<file path="config.mk">
export PLATFORM = sky130hd
export DESIGN_NAME = kbhp_host_port_ctrl
export DESIGN_NICKNAME = d
export VERILOG_FILES = /design/src/design/kbhp_pkg.sv /design/src/design/kbhp_host_port_ctrl.sv /design/src/design/kbhp_scratch_ram.sv
export SDC_FILE = /design/constraint.sdc
export NUM_CORES = 1
export LEC_CHECK = 0
export BUFFER_PORTS_ARGS = -buffer_cell sky130_fd_sc_hd__buf_2
export CAP_MARGIN = 20
export CELL_PAD_IN_SITES_DETAIL_PLACEMENT = 1
export CELL_PAD_IN_SITES_GLOBAL_PLACEMENT = 1
export CORE_MARGIN = 3
export CORE_UTILIZATION = 33
export DETAILED_ROUTE_END_ITERATION = 16
export GPL_TIMING_DRIVEN = 0
export PLACE_DENSITY = 0.63
export SYNTH_ARGS = -nofsm -noshare
export SYNTH_HDL_FRONTEND = slang
export SYNTH_SLANG_ARGS = --single-unit
</file>
<file path="constraint.sdc">
create_clock -name sys_clk -period 2.6 [get_ports sys_clk]
set_input_delay 0.26 -clock sys_clk [delete_from_list [all_inputs] [get_ports sys_clk]]
set_output_delay 0.26 -clock sys_clk [all_outputs]
set_load 0.05 [all_outputs]
</file>
<file path="src/design/kbhp_pkg.sv">
// Constants, types and helpers for the keyboard host port controller
package kbhp_pkg;

  // ==========================================================
  // Host port addresses and A2 decode
  localparam logic [7:0] KBHP_DATA_PORT = 8'h60;
  localparam logic [7:0] KBHP_CMD_PORT = 8'h64;
  localparam int KBHP_A2_BIT = 2;
  localparam logic KBHP_A2_DATA = KBHP_DATA_PORT[KBHP_A2_BIT];
  localparam logic KBHP_A2_STAT = KBHP_CMD_PORT[KBHP_A2_BIT];

  // ==========================================================
  // Status byte fields
  localparam int ST_OBF = 0;
  localparam int ST_IBF = 1;
  localparam int ST_SYS = 2;
  localparam int ST_CD = 3;
  localparam int ST_KBD_ENABLED = 4;
  localparam int ST_B5 = 5;
  localparam int ST_B6 = 6;
  localparam int ST_RX_PARITY_ERR = 7;

  // ==========================================================
  // Control and mode register fields, reset values
  localparam int CTRL_MODE = 1;
  localparam logic [7:0] CTRL_RST = 8'hc2;
  localparam int MODE_EKI = 0;
  localparam int MODE_SYS = 2;
  localparam int MODE_INH = 3;
  localparam int MODE_DKB = 4;
  localparam logic [7:0] MODE_RST = 8'h00;
  localparam int P1_KEYLOCK = 7;
  localparam logic [7:0] P2_RST = 8'h00;

  // ==========================================================
  // Error fill bytes and serial frame
  localparam logic [7:0] FILL_RX_ERR = 8'hff;
  localparam logic [7:0] FILL_TX_ERR = 8'hfe;
  localparam int FRAME_BITS = 11;
  localparam logic [3:0] LAST_SHIFT = 4'(FRAME_BITS - 2);

  // ==========================================================
  // Timing
  localparam int CLK_PERIOD_NS = 5;
  localparam int TICK_NS = 10000;
  localparam int TICK_CYC = (TICK_NS + CLK_PERIOD_NS - 1) / CLK_PERIOD_NS;
  localparam int LINK_TIMEOUT_US = 2000;
  localparam int RTS_HOLD_US = 100;
  localparam int TO_TICKS = (LINK_TIMEOUT_US * 1000) / TICK_NS;
  localparam int RTS_TICKS = (RTS_HOLD_US * 1000 + TICK_NS - 1) / TICK_NS;

  // ==========================================================
  // Carriers
  typedef struct packed {
    logic cs_n;
    logic ior_n;
    logic iow_n;
    logic a2;
    logic [7:0] d;
  } kbhp_host_t;

  typedef struct packed {
    logic obuf_wr;
    logic [7:0] obuf_data;
    logic obuf_mouse;
    logic ibuf_rd;
    logic mode_wr;
    logic ctrl_wr;
    logic [7:0] wdata;
    logic err_clr;
    logic [1:0] tx_req;
    logic [7:0] tx_data;
    logic ram_idx_wr;
    logic ram_wr;
    logic out_port_wr;
  } kbhp_mcu_t;

  typedef enum logic [2:0] {
    CH_IDLE = 3'b000,
    CH_RX = 3'b001,
    CH_RTS = 3'b010,
    CH_TX = 3'b011,
    CH_ACK = 3'b100
  } kbhp_ch_state_t;

  typedef struct packed {
    kbhp_ch_state_t st;
    logic [2:0] clk_sync;
    logic [2:0] dat_sync;
    logic clk_s;
    logic dat_s;
    logic [3:0] bit_cnt;
    logic [9:0] shreg;
    logic [7:0] timer;
    logic clk_oe_n;
    logic dat_oe_n;
  } kbhp_ch_t;

  // Per bit: take the new level once stages two and three agree
  function automatic logic [11:0] kbhp_settle(input logic [11:0] s1, input logic [11:0] s2,
                                               input logic [11:0] keep);
    return (s2 & ~(s1 ^ s2)) | (keep & (s1 ^ s2));
  endfunction

endpackage

</file>
<file path="src/design/kbhp_host_port_ctrl.sv">
// Keyboard host port controller: host data/status ports and serial channels
//
// Behaviour
// - Host sees a data port and a status/command port.
// - Chip select low; read/write strobe and A2 pick buffer, status or command.
// - Data port read drives output buffer and clears output-full.
// - Status port read drives status byte, changes no flag.
// - Data port write loads input buffer, clears command flag, sets input-full.
// - Command port write same as data write but sets command flag.
// - Output-full set on controller load, cleared only by host data read.
// - Input-full cleared by controller read, set by any host write.
// - Status bit 2 shows system flag: zero cold, one hot reset.
// - Status bit 4 is one while keyboard enabled, zero when inhibited.
// - First mode: bit 5 set on transmit timeout.
// - First mode: bit 6 set on receive timeout.
// - Bit 7 flags receive parity error; buffer gets FFh, full set, irq.
// - Frame: zero start, eight data LSB first, odd parity, one stop.
// - One status register; meaning depends on control register mode bit.
// - Serial receive/transmit use 8-bit timeout timer, duplicated for mouse.
// - Scratch RAM reached by 5-bit index, then data access.
// - Port 1 input only, port 2 output only.
// - Mode bit set gives first mode, clear gives keyboard-plus-mouse; resets set.
// - With enable bit 0 set, output buffer load raises keyboard interrupt.
// - Second mode: timeout sets bit 6; buffer gets FEh or FFh.
`timescale 1ns/1ps
module kbhp_host_port_ctrl #(
  parameter int NCH = 2,
  parameter int TICK_CYCLES = kbhp_pkg::TICK_CYC,
  parameter logic [7:0] TIMEOUT_TICKS = 8'(kbhp_pkg::TO_TICKS),
  parameter logic [7:0] RTS_HOLD_TICKS = 8'(kbhp_pkg::RTS_TICKS),
  parameter int RAM_AW = 5
) (
  input wire logic sys_clk,
  input wire logic rst,
  input wire kbhp_pkg::kbhp_host_t host_i,
  output logic [7:0] host_d_o,
  output logic host_d_oe_n,
  input wire kbhp_pkg::kbhp_mcu_t mcu_i,
  input wire logic [RAM_AW-1:0] mcu_ram_idx,
  output logic [7:0] mcu_ibuf_data,
  output logic mcu_ibuf_cmd,
  output logic [7:0] mcu_status,
  output logic [NCH-1:0] mcu_tx_busy,
  output logic [7:0] mcu_ram_rdata,
  output logic [7:0] mcu_in_port,
  input wire logic [7:0] input_port,
  output logic [7:0] output_port,
  input wire logic [NCH-1:0] link_clk_i,
  output logic [NCH-1:0] link_clk_o,
  output logic [NCH-1:0] link_clk_oe_n,
  input wire logic [NCH-1:0] link_dat_i,
  output logic [NCH-1:0] link_dat_o,
  output logic [NCH-1:0] link_dat_oe_n,
  output logic kbd_irq_pin
);
  import kbhp_pkg::*;

  typedef struct packed {
    kbhp_host_t h0;
    kbhp_host_t h1;
    kbhp_host_t h2;
    kbhp_host_t hs;
    logic rd_prev;
    logic rd_a2;
    logic wr_prev;
    logic wr_a2;
    logic [7:0] wr_byte;
    logic [7:0] d_out;
    logic d_oe_n;
    logic [7:0] out_buf;
    logic [7:0] in_buf;
    logic out_buf_full;
    logic in_buf_full;
    logic cmd_flag;
    logic out_src_mouse;
    logic tx_timeout;
    logic rx_timeout;
    logic general_timeout;
    logic rx_parity_err;
    logic [7:0] kbd_control_reg;
    logic [7:0] mode_reg;
    logic [RAM_AW-1:0] ram_idx;
    logic [2:0][7:0] p1_sync;
    logic [7:0] p1_s;
    logic [7:0] output_port;
    logic [11:0] tick_cnt;
    logic kbd_irq;
    logic [7:0] status;
    logic [NCH-1:0] busy;
    kbhp_ch_t [NCH-1:0] ch;
  } kbhp_state_t;

  kbhp_state_t q, d;

  logic rd_act;
  logic wr_act;
  logic tick;
  logic at_mode;
  logic kbd_en;
  logic [11:0] settled;
  logic [11:0] p1_set;
  kbhp_ch_t c;
  logic fall;
  logic [9:0] nsh;
  logic [NCH-1:0] ev_ok;
  logic [NCH-1:0] ev_rx_parity_err;
  logic [NCH-1:0] ev_rxto;
  logic [NCH-1:0] ev_txto;
  logic [NCH-1:0][7:0] rx_byte;

  // ==========================================================
  // Scratch RAM
  kbhp_scratch_ram #(
    .AW(RAM_AW),
    .DW(8)
  ) u_ram (
    .sys_clk(sys_clk),
    .rst(rst),
    .wr_en(mcu_i.ram_wr),
    .addr(q.ram_idx),
    .wdata(mcu_i.wdata),
    .rdata(mcu_ram_rdata)
  );

  // ==========================================================
  // Next state
  always_comb
  begin
    d = q;
    c = '0;
    fall = 1'b0;
    nsh = '0;
    ev_ok = '0;
    ev_rx_parity_err = '0;
    ev_rxto = '0;
    ev_txto = '0;
    rx_byte = '0;

    // Host pins: three stages, settle on agreement
    d.h0 = host_i;
    d.h1 = q.h0;
    d.h2 = q.h1;
    settled = kbhp_settle(q.h1, q.h2, q.hs);
    d.hs = settled;
    d.p1_sync = {q.p1_sync[1:0], input_port};
    p1_set = kbhp_settle({4'h0, q.p1_sync[1]}, {4'h0, q.p1_sync[2]}, {4'h0, q.p1_s});
    d.p1_s = p1_set[7:0];

    at_mode = q.kbd_control_reg[CTRL_MODE];
    kbd_en = ~q.mode_reg[MODE_DKB] & (q.p1_s[P1_KEYLOCK] | q.mode_reg[MODE_INH]);

    // Timer prescaler
    tick = (q.tick_cnt == 12'(TICK_CYCLES - 1));
    d.tick_cnt = tick ? '0 : q.tick_cnt + 12'd1;

    // Host strobe decode
    rd_act = ~d.hs.cs_n & ~d.hs.ior_n & d.hs.iow_n;
    wr_act = ~d.hs.cs_n & d.hs.ior_n & ~d.hs.iow_n;
    d.rd_prev = rd_act;
    d.wr_prev = wr_act;
    if (rd_act)
    begin
      d.rd_a2 = d.hs.a2;
      d.d_oe_n = 1'b0;
      if (d.hs.a2 == KBHP_A2_STAT)
      begin
        d.d_out = q.status;
      end
      else
      begin
        d.d_out = q.out_buf;
      end
    end
    else
    begin
      d.d_oe_n = 1'b1;
    end
    if (wr_act)
    begin
      d.wr_a2 = d.hs.a2;
      d.wr_byte = d.hs.d;
    end

    // Controller side
    if (mcu_i.ibuf_rd)
    begin
      d.in_buf_full = 1'b0;
    end
    if (q.wr_prev && !wr_act)
    begin
      d.in_buf = q.wr_byte;
      d.in_buf_full = 1'b1;
      d.cmd_flag = (q.wr_a2 == KBHP_A2_STAT);
    end
    if (q.rd_prev && !rd_act && q.rd_a2 == KBHP_A2_DATA)
    begin
      d.out_buf_full = 1'b0;
    end
    if (mcu_i.mode_wr)
    begin
      d.mode_reg = mcu_i.wdata;
    end
    if (mcu_i.ctrl_wr)
    begin
      d.kbd_control_reg = mcu_i.wdata;
    end
    if (mcu_i.ram_idx_wr)
    begin
      d.ram_idx = mcu_ram_idx;
    end
    if (mcu_i.out_port_wr)
    begin
      d.output_port = mcu_i.wdata;
    end
    if (mcu_i.err_clr)
    begin
      d.tx_timeout = 1'b0;
      d.rx_timeout = 1'b0;
      d.general_timeout = 1'b0;
      d.rx_parity_err = 1'b0;
    end
    if (mcu_i.obuf_wr)
    begin
      d.out_buf = mcu_i.obuf_data;
      d.out_src_mouse = mcu_i.obuf_mouse;
      d.out_buf_full = 1'b1;
    end

    // Serial channels
    for (int i = 0; i < NCH; i++)
    begin
      c = q.ch[i];
      c.clk_sync = {q.ch[i].clk_sync[1:0], link_clk_i[i]};
      c.dat_sync = {q.ch[i].dat_sync[1:0], link_dat_i[i]};
      if (q.ch[i].clk_sync[1] == q.ch[i].clk_sync[2])
      begin
        c.clk_s = q.ch[i].clk_sync[2];
      end
      if (q.ch[i].dat_sync[1] == q.ch[i].dat_sync[2])
      begin
        c.dat_s = q.ch[i].dat_sync[2];
      end
      fall = q.ch[i].clk_s & ~c.clk_s;
      nsh = {c.dat_s, q.ch[i].shreg[9:1]};
      if (q.ch[i].st != CH_IDLE && tick)
      begin
        c.timer = q.ch[i].timer + 8'd1;
      end
      case (q.ch[i].st)
        CH_IDLE:
        begin
          c.timer = '0;
          c.bit_cnt = '0;
          if (mcu_i.tx_req[i])
          begin
            c.st = CH_RTS;
            c.clk_oe_n = 1'b0;
            c.shreg = {1'b1, ~^mcu_i.tx_data, mcu_i.tx_data};
          end
          else if (fall && !c.dat_s)
          begin
            c.st = CH_RX;
          end
        end
        CH_RX:
        begin
          if (fall)
          begin
            c.shreg = nsh;
            c.bit_cnt = q.ch[i].bit_cnt + 4'd1;
            if (q.ch[i].bit_cnt == LAST_SHIFT)
            begin
              c.st = CH_IDLE;
              rx_byte[i] = nsh[7:0];
              if (nsh[9] && (^nsh[8:0]))
              begin
                ev_ok[i] = 1'b1;
              end
              else
              begin
                ev_rx_parity_err[i] = 1'b1;
              end
            end
          end
          if (tick && q.ch[i].timer == TIMEOUT_TICKS - 8'd1)
          begin
            c.st = CH_IDLE;
            ev_rxto[i] = 1'b1;
          end
        end
        CH_RTS:
        begin
          if (tick && q.ch[i].timer == RTS_HOLD_TICKS - 8'd1)
          begin
            c.st = CH_TX;
            c.timer = '0;
            c.clk_oe_n = 1'b1;
            c.dat_oe_n = 1'b0;
          end
        end
        CH_TX:
        begin
          if (fall)
          begin
            c.dat_oe_n = q.ch[i].shreg[0];
            c.shreg = {1'b1, q.ch[i].shreg[9:1]};
            c.bit_cnt = q.ch[i].bit_cnt + 4'd1;
            if (q.ch[i].bit_cnt == LAST_SHIFT)
            begin
              c.st = CH_ACK;
            end
          end
          if (tick && q.ch[i].timer == TIMEOUT_TICKS - 8'd1)
          begin
            c.st = CH_IDLE;
            c.dat_oe_n = 1'b1;
            ev_txto[i] = 1'b1;
          end
        end
        CH_ACK:
        begin
          if (fall)
          begin
            c.st = CH_IDLE;
          end
          if (tick && q.ch[i].timer == TIMEOUT_TICKS - 8'd1)
          begin
            c.st = CH_IDLE;
            ev_txto[i] = 1'b1;
          end
        end
        default:
        begin
          c.st = CH_IDLE;
          c.clk_oe_n = 1'b1;
          c.dat_oe_n = 1'b1;
        end
      endcase
      d.ch[i] = c;
      d.busy[i] = (c.st != CH_IDLE);
    end

    // Channel events into the output buffer, lowest channel wins
    for (int i = NCH - 1; i >= 0; i--)
    begin
      if (ev_rx_parity_err[i])
      begin
        d.rx_parity_err = 1'b1;
        d.out_buf = FILL_RX_ERR;
        d.out_buf_full = 1'b1;
        d.out_src_mouse = (i != 0);
      end
      else if (ev_ok[i])
      begin
        d.out_buf = rx_byte[i];
        d.out_buf_full = 1'b1;
        d.out_src_mouse = (i != 0);
      end
      if (ev_rxto[i])
      begin
        if (at_mode)
        begin
          d.rx_timeout = 1'b1;
        end
        else
        begin
          d.general_timeout = 1'b1;
          d.out_buf = FILL_RX_ERR;
          d.out_buf_full = 1'b1;
          d.out_src_mouse = (i != 0);
        end
      end
      if (ev_txto[i])
      begin
        if (at_mode)
        begin
          d.tx_timeout = 1'b1;
        end
        else
        begin
          d.general_timeout = 1'b1;
          d.out_buf = FILL_TX_ERR;
          d.out_buf_full = 1'b1;
          d.out_src_mouse = (i != 0);
        end
      end
    end

    // Status byte and interrupt
    d.status[ST_OBF] = d.out_buf_full;
    d.status[ST_IBF] = d.in_buf_full;
    d.status[ST_SYS] = d.mode_reg[MODE_SYS];
    d.status[ST_CD] = d.cmd_flag;
    d.status[ST_KBD_ENABLED] = kbd_en;
    d.status[ST_B5] = d.kbd_control_reg[CTRL_MODE] ? d.tx_timeout : d.out_src_mouse;
    d.status[ST_B6] = d.kbd_control_reg[CTRL_MODE] ? d.rx_timeout : d.general_timeout;
    d.status[ST_RX_PARITY_ERR] = d.rx_parity_err;
    d.kbd_irq = d.mode_reg[MODE_EKI] & d.out_buf_full;
  end

  // ==========================================================
  // State register
  always_ff @(posedge sys_clk)
  begin
    if (rst)
    begin
      q <= '0;
      q.h0 <= '1;
      q.h1 <= '1;
      q.h2 <= '1;
      q.hs <= '1;
      q.d_oe_n <= 1'b1;
      q.kbd_control_reg <= CTRL_RST;
      q.mode_reg <= MODE_RST;
      q.output_port <= P2_RST;
      for (int i = 0; i < NCH; i++)
      begin
        q.ch[i].st <= CH_IDLE;
        q.ch[i].clk_sync <= '1;
        q.ch[i].dat_sync <= '1;
        q.ch[i].clk_s <= 1'b1;
        q.ch[i].dat_s <= 1'b1;
        q.ch[i].clk_oe_n <= 1'b1;
        q.ch[i].dat_oe_n <= 1'b1;
      end
    end
    else
    begin
      q <= d;
    end
  end

  // ==========================================================
  // Outputs
  assign host_d_o = q.d_out;
  assign host_d_oe_n = q.d_oe_n;
  assign mcu_ibuf_data = q.in_buf;
  assign mcu_ibuf_cmd = q.cmd_flag;
  assign mcu_status = q.status;
  assign mcu_tx_busy = q.busy;
  assign mcu_in_port = q.p1_s;
  assign output_port = q.output_port;
  assign kbd_irq_pin = q.kbd_irq;

  generate
    for (genvar g = 0; g < NCH; g++)
    begin : g_link
      assign link_clk_o[g] = q.ch[g].shreg[0] & 1'b0;
      assign link_dat_o[g] = q.ch[g].shreg[0] & 1'b0;
      assign link_clk_oe_n[g] = q.ch[g].clk_oe_n;
      assign link_dat_oe_n[g] = q.ch[g].dat_oe_n;
    end
  endgenerate
endmodule

</file>
<file path="src/design/kbhp_scratch_ram.sv">
// Scratch RAM with registered read data
`timescale 1ns/1ps
module kbhp_scratch_ram #(
  parameter int AW = 5,
  parameter int DW = 8
) (
  input wire logic sys_clk,
  input wire logic rst,
  input wire logic wr_en,
  input wire logic [AW-1:0] addr,
  input wire logic [DW-1:0] wdata,
  output logic [DW-1:0] rdata
);
  import kbhp_pkg::*;

  typedef struct packed {
    logic [(1<<AW)-1:0][DW-1:0] mem;
    logic [DW-1:0] rd;
  } kbhp_ram_st_t;

  kbhp_ram_st_t q, d;

  // ==========================================================
  // Write and registered read
  always_comb
  begin
    d = q;
    if (wr_en)
    begin
      d.mem[addr] = wdata;
    end
    d.rd = d.mem[addr];
  end

  always_ff @(posedge sys_clk)
  begin
    if (rst)
    begin
      q <= '0;
    end
    else
    begin
      q <= d;
    end
  end

  assign rdata = q.rd;
endmodule

</file>
==> results.yml, run 1 <==
outcome:
  status: "complete, but fails checks"
  violations: "negative setup slack"
sta:
  hold_violations: 0
  finalSetupTns_ns: -0.192
  finalMaxSlewViolations: 0
  timing.fmax_mhz: 374
  layout_setup_ws_ns: -0.0744
  worstMarginPinSlew_ns: 1.26
  post-route-period-util_pct: 103
  fin_crit_ns: 2.67
  slew_headroom_pct: 15.9
  rsz0062_at_grt: "true"
  setup_violations: 5
  finClkSkew_ns: 0.0376
  holdWs_ns: 0.0522
critical_path:
  reg2reg_from: "q[137]"
  critPathKind: "register to register"
  crit_slowest_cell: "dfxtp_1"
  start_kind: "register"
  required_ns: 3.13
  worstReg2RegEnd: "u_ram.rdata[2]"
  cp.arrival_ns: 3.21
  cp_max_fo: 10
  path_cells: "buf_4 -> nand2_1 -> buf_4 -> nor2_2 -> o32ai_1 -> nor4_1 -> nor2_1 -> a41oi_1"
  path_common_cell: "buf_4"
  rrSetupSlack_ns: -0.07
  cpPeakStageDelay_ns: 0.40
  cp-end-kind: "register"
  reg2reg_depth: 8
synthesis:
  synth_cell_types: 82
  async_reset_ff_share_pct: 0
  synth.ff_latch_count: 495
  yosysMostFrequentCell: "dfxtp_1"
  synthFlopType: "dfxtp_1"
  synth_warnings: 0
  syn_avg_cell_area_um2: 8.55
  synth_top_area_share_pct: 45.2
  yosysSeqAreaShare_pct: 45.2
  synthesis.area_um2: 21900
  yosysTopAreaCell: "dfxtp_1"
  ys_top_cells_by_area: "dfxtp_1 45%, mux2i_1 7.3%, nand2_1 6.6%"
  synth_edf_count: 0
  syn_inst: 2565
  ys_top_cells_by_count: "495 x dfxtp_1, 385 x nand2_1, 268 x nor2_1, 233 x a21oi_1, 161 x mux2i_1"
final_layout:
  layout-drive-gt1-share_pct: 20.2
  layout.nets: 2889
  layoutNonFillerInstCount: 3718
  areaGrowthSynthToFinish_pct: 24.1
floorplanning:
  die_y_um: 264
  rows: 93
  die_w_um: 264
  start_util_pct: 33.7
  io_pins: 127
  dieArea_um2: 69600
  core_um2: 65000
detailed_routing:
  num_vias: 21000
  vias_per_cell: 5.65
  drcViolationCount: 0
  wire_per_inst_um: 27.0
  drt-pass1-iter-count: 5
  wirelength_um: 100000
  drtIter0Drc: 1811
  ant_nets: 0
worst_hold_path:
  hold_start: "mcu_i[23]"
  min_path_type: "input pin to register"
  holdPathStages: 3
  whs_endpoint: "mcu_status[2]"
clocking:
  htree_levels: 2
  numCtsBuffers: 57
  cts_sinks: 495
  cts_tree: "built"
  clk_pin_slew_ns: 0.06
  cts_max_path_buffers: 3
  clk_latency_ns: 0.65
  cts_root_buffer: "clkbuf_16"
global_route:
  grt_first_pass_wirelength_um: 145000
  grt_start_max_net_pins: 18
  grt_antenna_before_repair: 5
  grt_pass1_vias: 21300
  grt-ovfl-total: 0
  grt.total_usage_pct: 27.8
pwr:
  leakage_nw: 10.1
  max-vdd-ir-drop_uv: 465
  powerDensity_nw_per_um2: 665
  power_w: 0.0181
placed_design:
  placedCellCount: 3541
  dp_slack_ns: -1.52
  dp_hpwl_um: 73200
  portBuffers: 114
  place_congestion: 1.05
flow_run:
  drv_cap: 0
==> worst max-delay path by stage <==
stage,start,end,slack [ns]
6_report,q[137],u_ram.rdata[2],-0.07
5_1_grt,q[135],u_ram.rdata[2],-0.1
4_1_cts,q[137],u_ram.rdata[5],-0.07
3_5_place_dp,q[133],u_ram.rdata[2],-1.52
3_3_place_gp,q[133],u_ram.rdata[2],-1.54
2_1_floorplan,q[81],mcu_status[5],0.35
==> per-layer routing <==
layer | GRT usage [%] | vias to the layer above | wire (µm)
li1 | - | 9386 | -
met1 | 37.9 | 10600 | 44300
met2 | 43.2 | 829 | 44400
met3 | 4.39 | 205 | 6680
met4 | 13.1 | 2 | 4900
met5 | 0 | - | 13
==> worst max-delay path, delay by kind of cell (launching register included) <==
kind	cells	cell delay (ns)
and+or+nand+nor	4	1.09
buffers and inverters	2	0.53
DFF	1	0.40
AOI/OAI and AO/OA	2	0.55
==> power breakdown <==
part           leakage, nW  switching (W)  internal, W
combinational         5.10        0.00135     0.000630
sequential            4.02       0.000103      0.00774
clock                0.942        0.00350      0.00477
total                 10.1        0.00495       0.0131
==> final cells by class <==
type	instances	area, µm²
Clock buffer	85	1670
Sequential cell	495	9920
Antenna cell	3	7.51
Fill cell	7607	37800
Tap cell	855	1070
Multi-Input combinational cell	1807	11400
Inverter	16	65.1
Clock inverter	20	253
Buffer	245	1500
Timing Repair Buffer	192	1300
==> repair_timing <==
action                     CTS  global route
hold buffers                42             0
pin swaps                   13            15
hold endpoints to repair    52             0
buffers inserted            23             9
setup endpoints to repair  199            79
gates resized for setup    198            84
==> cells in the final DEF (no fill, tap or decap), drive strengths merged, types with 12 or more instances in the layout <==
master,count
o22ai,14
xnor2,26
buf,251
or3,15
clkinv,16
dfxtp,495
inv,14
mux4,20
nand3,80
nor4,14
o21ai,116
maj3,12
mux2i,161
or2,66
nor2b,41
mux2,18
dlygate4sd3,42
a211oi,17
a21oi,233
nand4,19
nor3,60
clkbuf,225
a311oi,20
nor2,271
nand2,385
and3,17
xor2,16
==> through the flow <==
step	area, µm²	util (%)
floorplan	21900	-
global placement	23600	36.3
detailed placement	23600	36.3
CTS	26800	41.3
global route	27200	41.8
finish	27200	41.8
==> state kept, by name, indices dropped and copies added, names as in the netlist, named ones only <==
signal	cells
c	4
link_clk_oe_n	2
output_port	8
link_dat_oe_n	2
mcu_tx_busy	2
u_ram.q	256
u_ram.rdata	8
mcu_status	7
q	126
nsh	9
host_d_o	8
host_d_oe_n	1
mcu_ibuf_data	8
kbd_irq_pin	1
at_mode	1
d	44
==> kinds of logic (layout without fill, tap and decap cells) <==
logic type / Yosys count / after routing / synth area share [%]
adders and majority gates: 21 / 21 / 1.06
other: 1 / 7 / 0.0171
xor gates and xnor gates: 45 / 45 / 1.99
buffers and inverters: 266 / 558 / 5.69
AOI/OAI and AO/OA: 510 / 510 / 14.0
muxes: 199 / 199 / 10.3
and+or+nand+nor: 1028 / 1028 / 21.7
DFF: 495 / 495 / 45.2
No activity file was read; power rests on OpenSTA's default activity.
==> inputs of run 2 (changes only) <==
--- a/config.mk
+++ b/config.mk
@@ -9,7 +9,7 @@
 export CAP_MARGIN = 20
 export CELL_PAD_IN_SITES_DETAIL_PLACEMENT = 1
 export CELL_PAD_IN_SITES_GLOBAL_PLACEMENT = 1
-export CORE_MARGIN = 3
+export CORE_MARGIN = 5
 export CORE_UTILIZATION = 33
 export DETAILED_ROUTE_END_ITERATION = 16
 export GPL_TIMING_DRIVEN = 0
==> constraint.sdc (replaced) <==
create_clock -name sys_clk -period 3.2 [get_ports sys_clk]
set_input_delay 0.32 -clock sys_clk [delete_from_list [all_inputs] [get_ports sys_clk]]
set_output_delay 0.32 -clock sys_clk [all_outputs]
set_load 0.05 [all_outputs]
==> run 2 against run 1 <==
  * The flow still finishes with violations (negative setup slack)
  * Clock skew increased by 0.011 ns
  * Fmax decreased by 17%
  * Sequential power decreased by 19%
  * Sequential share of layout area increased by 1.2 points
  * Total power decreased by 18%
  * Cell count decreased by 0.32%
  * Wire length increased by 4.5%
==> results.yml, run 2 (synthesis gave the netlist of run 1 again) <==
sta:
  post-route-period-util_pct: 100
  rsz0062_at_grt: "false"
  layout_setup_ws_ns: -0.0126
  timing.fmax_mhz: 311
  setup_violations: 1
  slew_headroom_pct: 17.7
  finClkSkew_ns: 0.0484
  holdWs_ns: 0.0430
  fin_crit_ns: 3.21
  hold_violations: 0
  finalMaxSlewViolations: 0
  worstMarginPinSlew_ns: 1.23
floorplanning:
  dieArea_um2: 71700
  rows: 94
  io_pins: 127
  die_y_um: 268
  core_um2: 65900
  start_util_pct: 33.3
  die_w_um: 268
critical_path:
  cp-end-kind: "register"
  start_kind: "register"
  critPathKind: "register to register"
  required_ns: 3.62
  cp_max_fo: 10
  cp.arrival_ns: 3.64
clocking:
  cts_max_path_buffers: 3
  numCtsBuffers: 55
  clk_latency_ns: 0.64
  clk_pin_slew_ns: 0.06
  htree_levels: 2
  cts_root_buffer: "clkbuf_16"
  cts_sinks: 495
  cts_tree: "built"
worst_hold_path:
  min_path_type: "input pin to register"
final_layout:
  areaGrowthSynthToFinish_pct: 20.1
  layout.nets: 2873
  largest-register: "u_ram.q"
  final_cell_mix: "495 x dfxtp_1, 383 x nand2_1, 261 x nor2_1"
  layoutNonFillerInstCount: 3706
  layout-drive-gt1-share_pct: 16.9
  mostFrequentLayoutCell: "dfxtp_1"
  final_util_pct: 40.0
  largest_reg_flops: 256
placed_design:
  placedCellCount: 3555
  place_congestion: 0.973
  dp_slack_ns: -1.31
  portBuffers: 114
  dp_hpwl_um: 78300
outcome:
  status: "complete, but fails checks"
  violations: "negative setup slack"
detailed_routing:
  drtIter0Drc: 1733
  drt-pass1-iter-count: 5
  wire_per_inst_um: 28.3
  vias_per_cell: 5.62
  num_vias: 20800
  ant_nets: 0
  wirelength_um: 105000
  drcViolationCount: 0
global_route:
  grt_antenna_before_repair: 8
  grt_pass1_vias: 20800
  grt_first_pass_wirelength_um: 148000
  grt-ovfl-total: 0
  grt_start_max_net_pins: 17
  grt.total_usage_pct: 28.2
pwr:
  max-vdd-ir-drop_uv: 399
  leakage_nw: 9.73
  powerDensity_nw_per_um2: 561
flow_run:
  drv_cap: 0
run 2: cell types whose count changed in the layout (fill, tap and decap cells not counted), sizes merged:
cell,before,now
buf,251,237
bufinv,3,8
clkbuf,225,218
clkdlybuf4s15,3,1
clkdlybuf4s18,1,0
clkinv,16,14
clkinvlp,3,10
diode,3,1
dlygate4sd3,42,37
run 2: where the power goes:
part | switching (W) | internal [W]
Clock | 0.00280 | 0.00405
Sequential | 0.0000824 | 0.00629
Combinational | 0.00110 | 0.000455
run 2: final cells by class:
type                            count  area, µm²
Clock inverter                     30        424
Buffer                            250       1260
Inverter                           16       63.8
Tap cell                          864       1080
Fill cell                        7745      39500
Sequential cell                   495       9910
Timing Repair Buffer              173       1150
Clock buffer                       70       1530
Multi-Input combinational cell   1807      10900
Antenna cell                        1       2.50
run 2: timing repair:
| item | CTS | global route |
|---|---|---|
| gates resized for setup | 65 | 22 |
| pin swaps | 1 | 2 |
| endpoints found under the hold margin | 42 | 0 |
| endpoints found under the setup margin | 94 | 30 |
| buffers inserted | 5 | 7 |
| hold buffers | 37 | 0 |
run 2: stage by stage:
stage / setup TNS (ns) / cell area (µm²) / total power [W]
after CTS: -0.159 / 26200 / 0.0149
final: -0.0126 / 26300 / 0.0148
after floorplan: 0 / 21900 / 0.00730
after detailed placement: -18.39 / 23700 / 0.00796
after global routing: 0 / 26300 / 0.0152
after global placement: -17.36 / 23600 / 0.00792
run 2: metal layers:
metal	GRT usage, %	share of wire, %	vias up
met1	39.4	45	10600
met2	44.7	44	732
met5	0	0.055	-
met3	5.48	6.9	189
met4	8.47	3.6	10
li1	-	-	9350
run 2: path summary, 6_finish.rpt:
| path | slack (ns) | depth (start not counted) | startpoint | endpoint |
|---|---|---|---|---|
| hold / removal | 0.04 | 3 | mcu_i[3] | q[45] |
| setup reg to reg | -0.01 | 8 | q[134] | u_ram.rdata[7] |
| setup / recovery | -0.01 | 8 | q[134] | u_ram.rdata[7] |
| hold reg to reg | 0.41 | 1 | d[228] | d[216] |
run 2: worst max-delay path, cell delays in order (launching register included):
cell and delay [ns]:
dfxtp_1 0.40, buf_4 0.28, buf_4 0.32, buf_6 0.29, mux4_2 0.41, a22oi_1 0.38
o22ai_1 0.17, nor3_2 0.42, a41oi_2 0.30
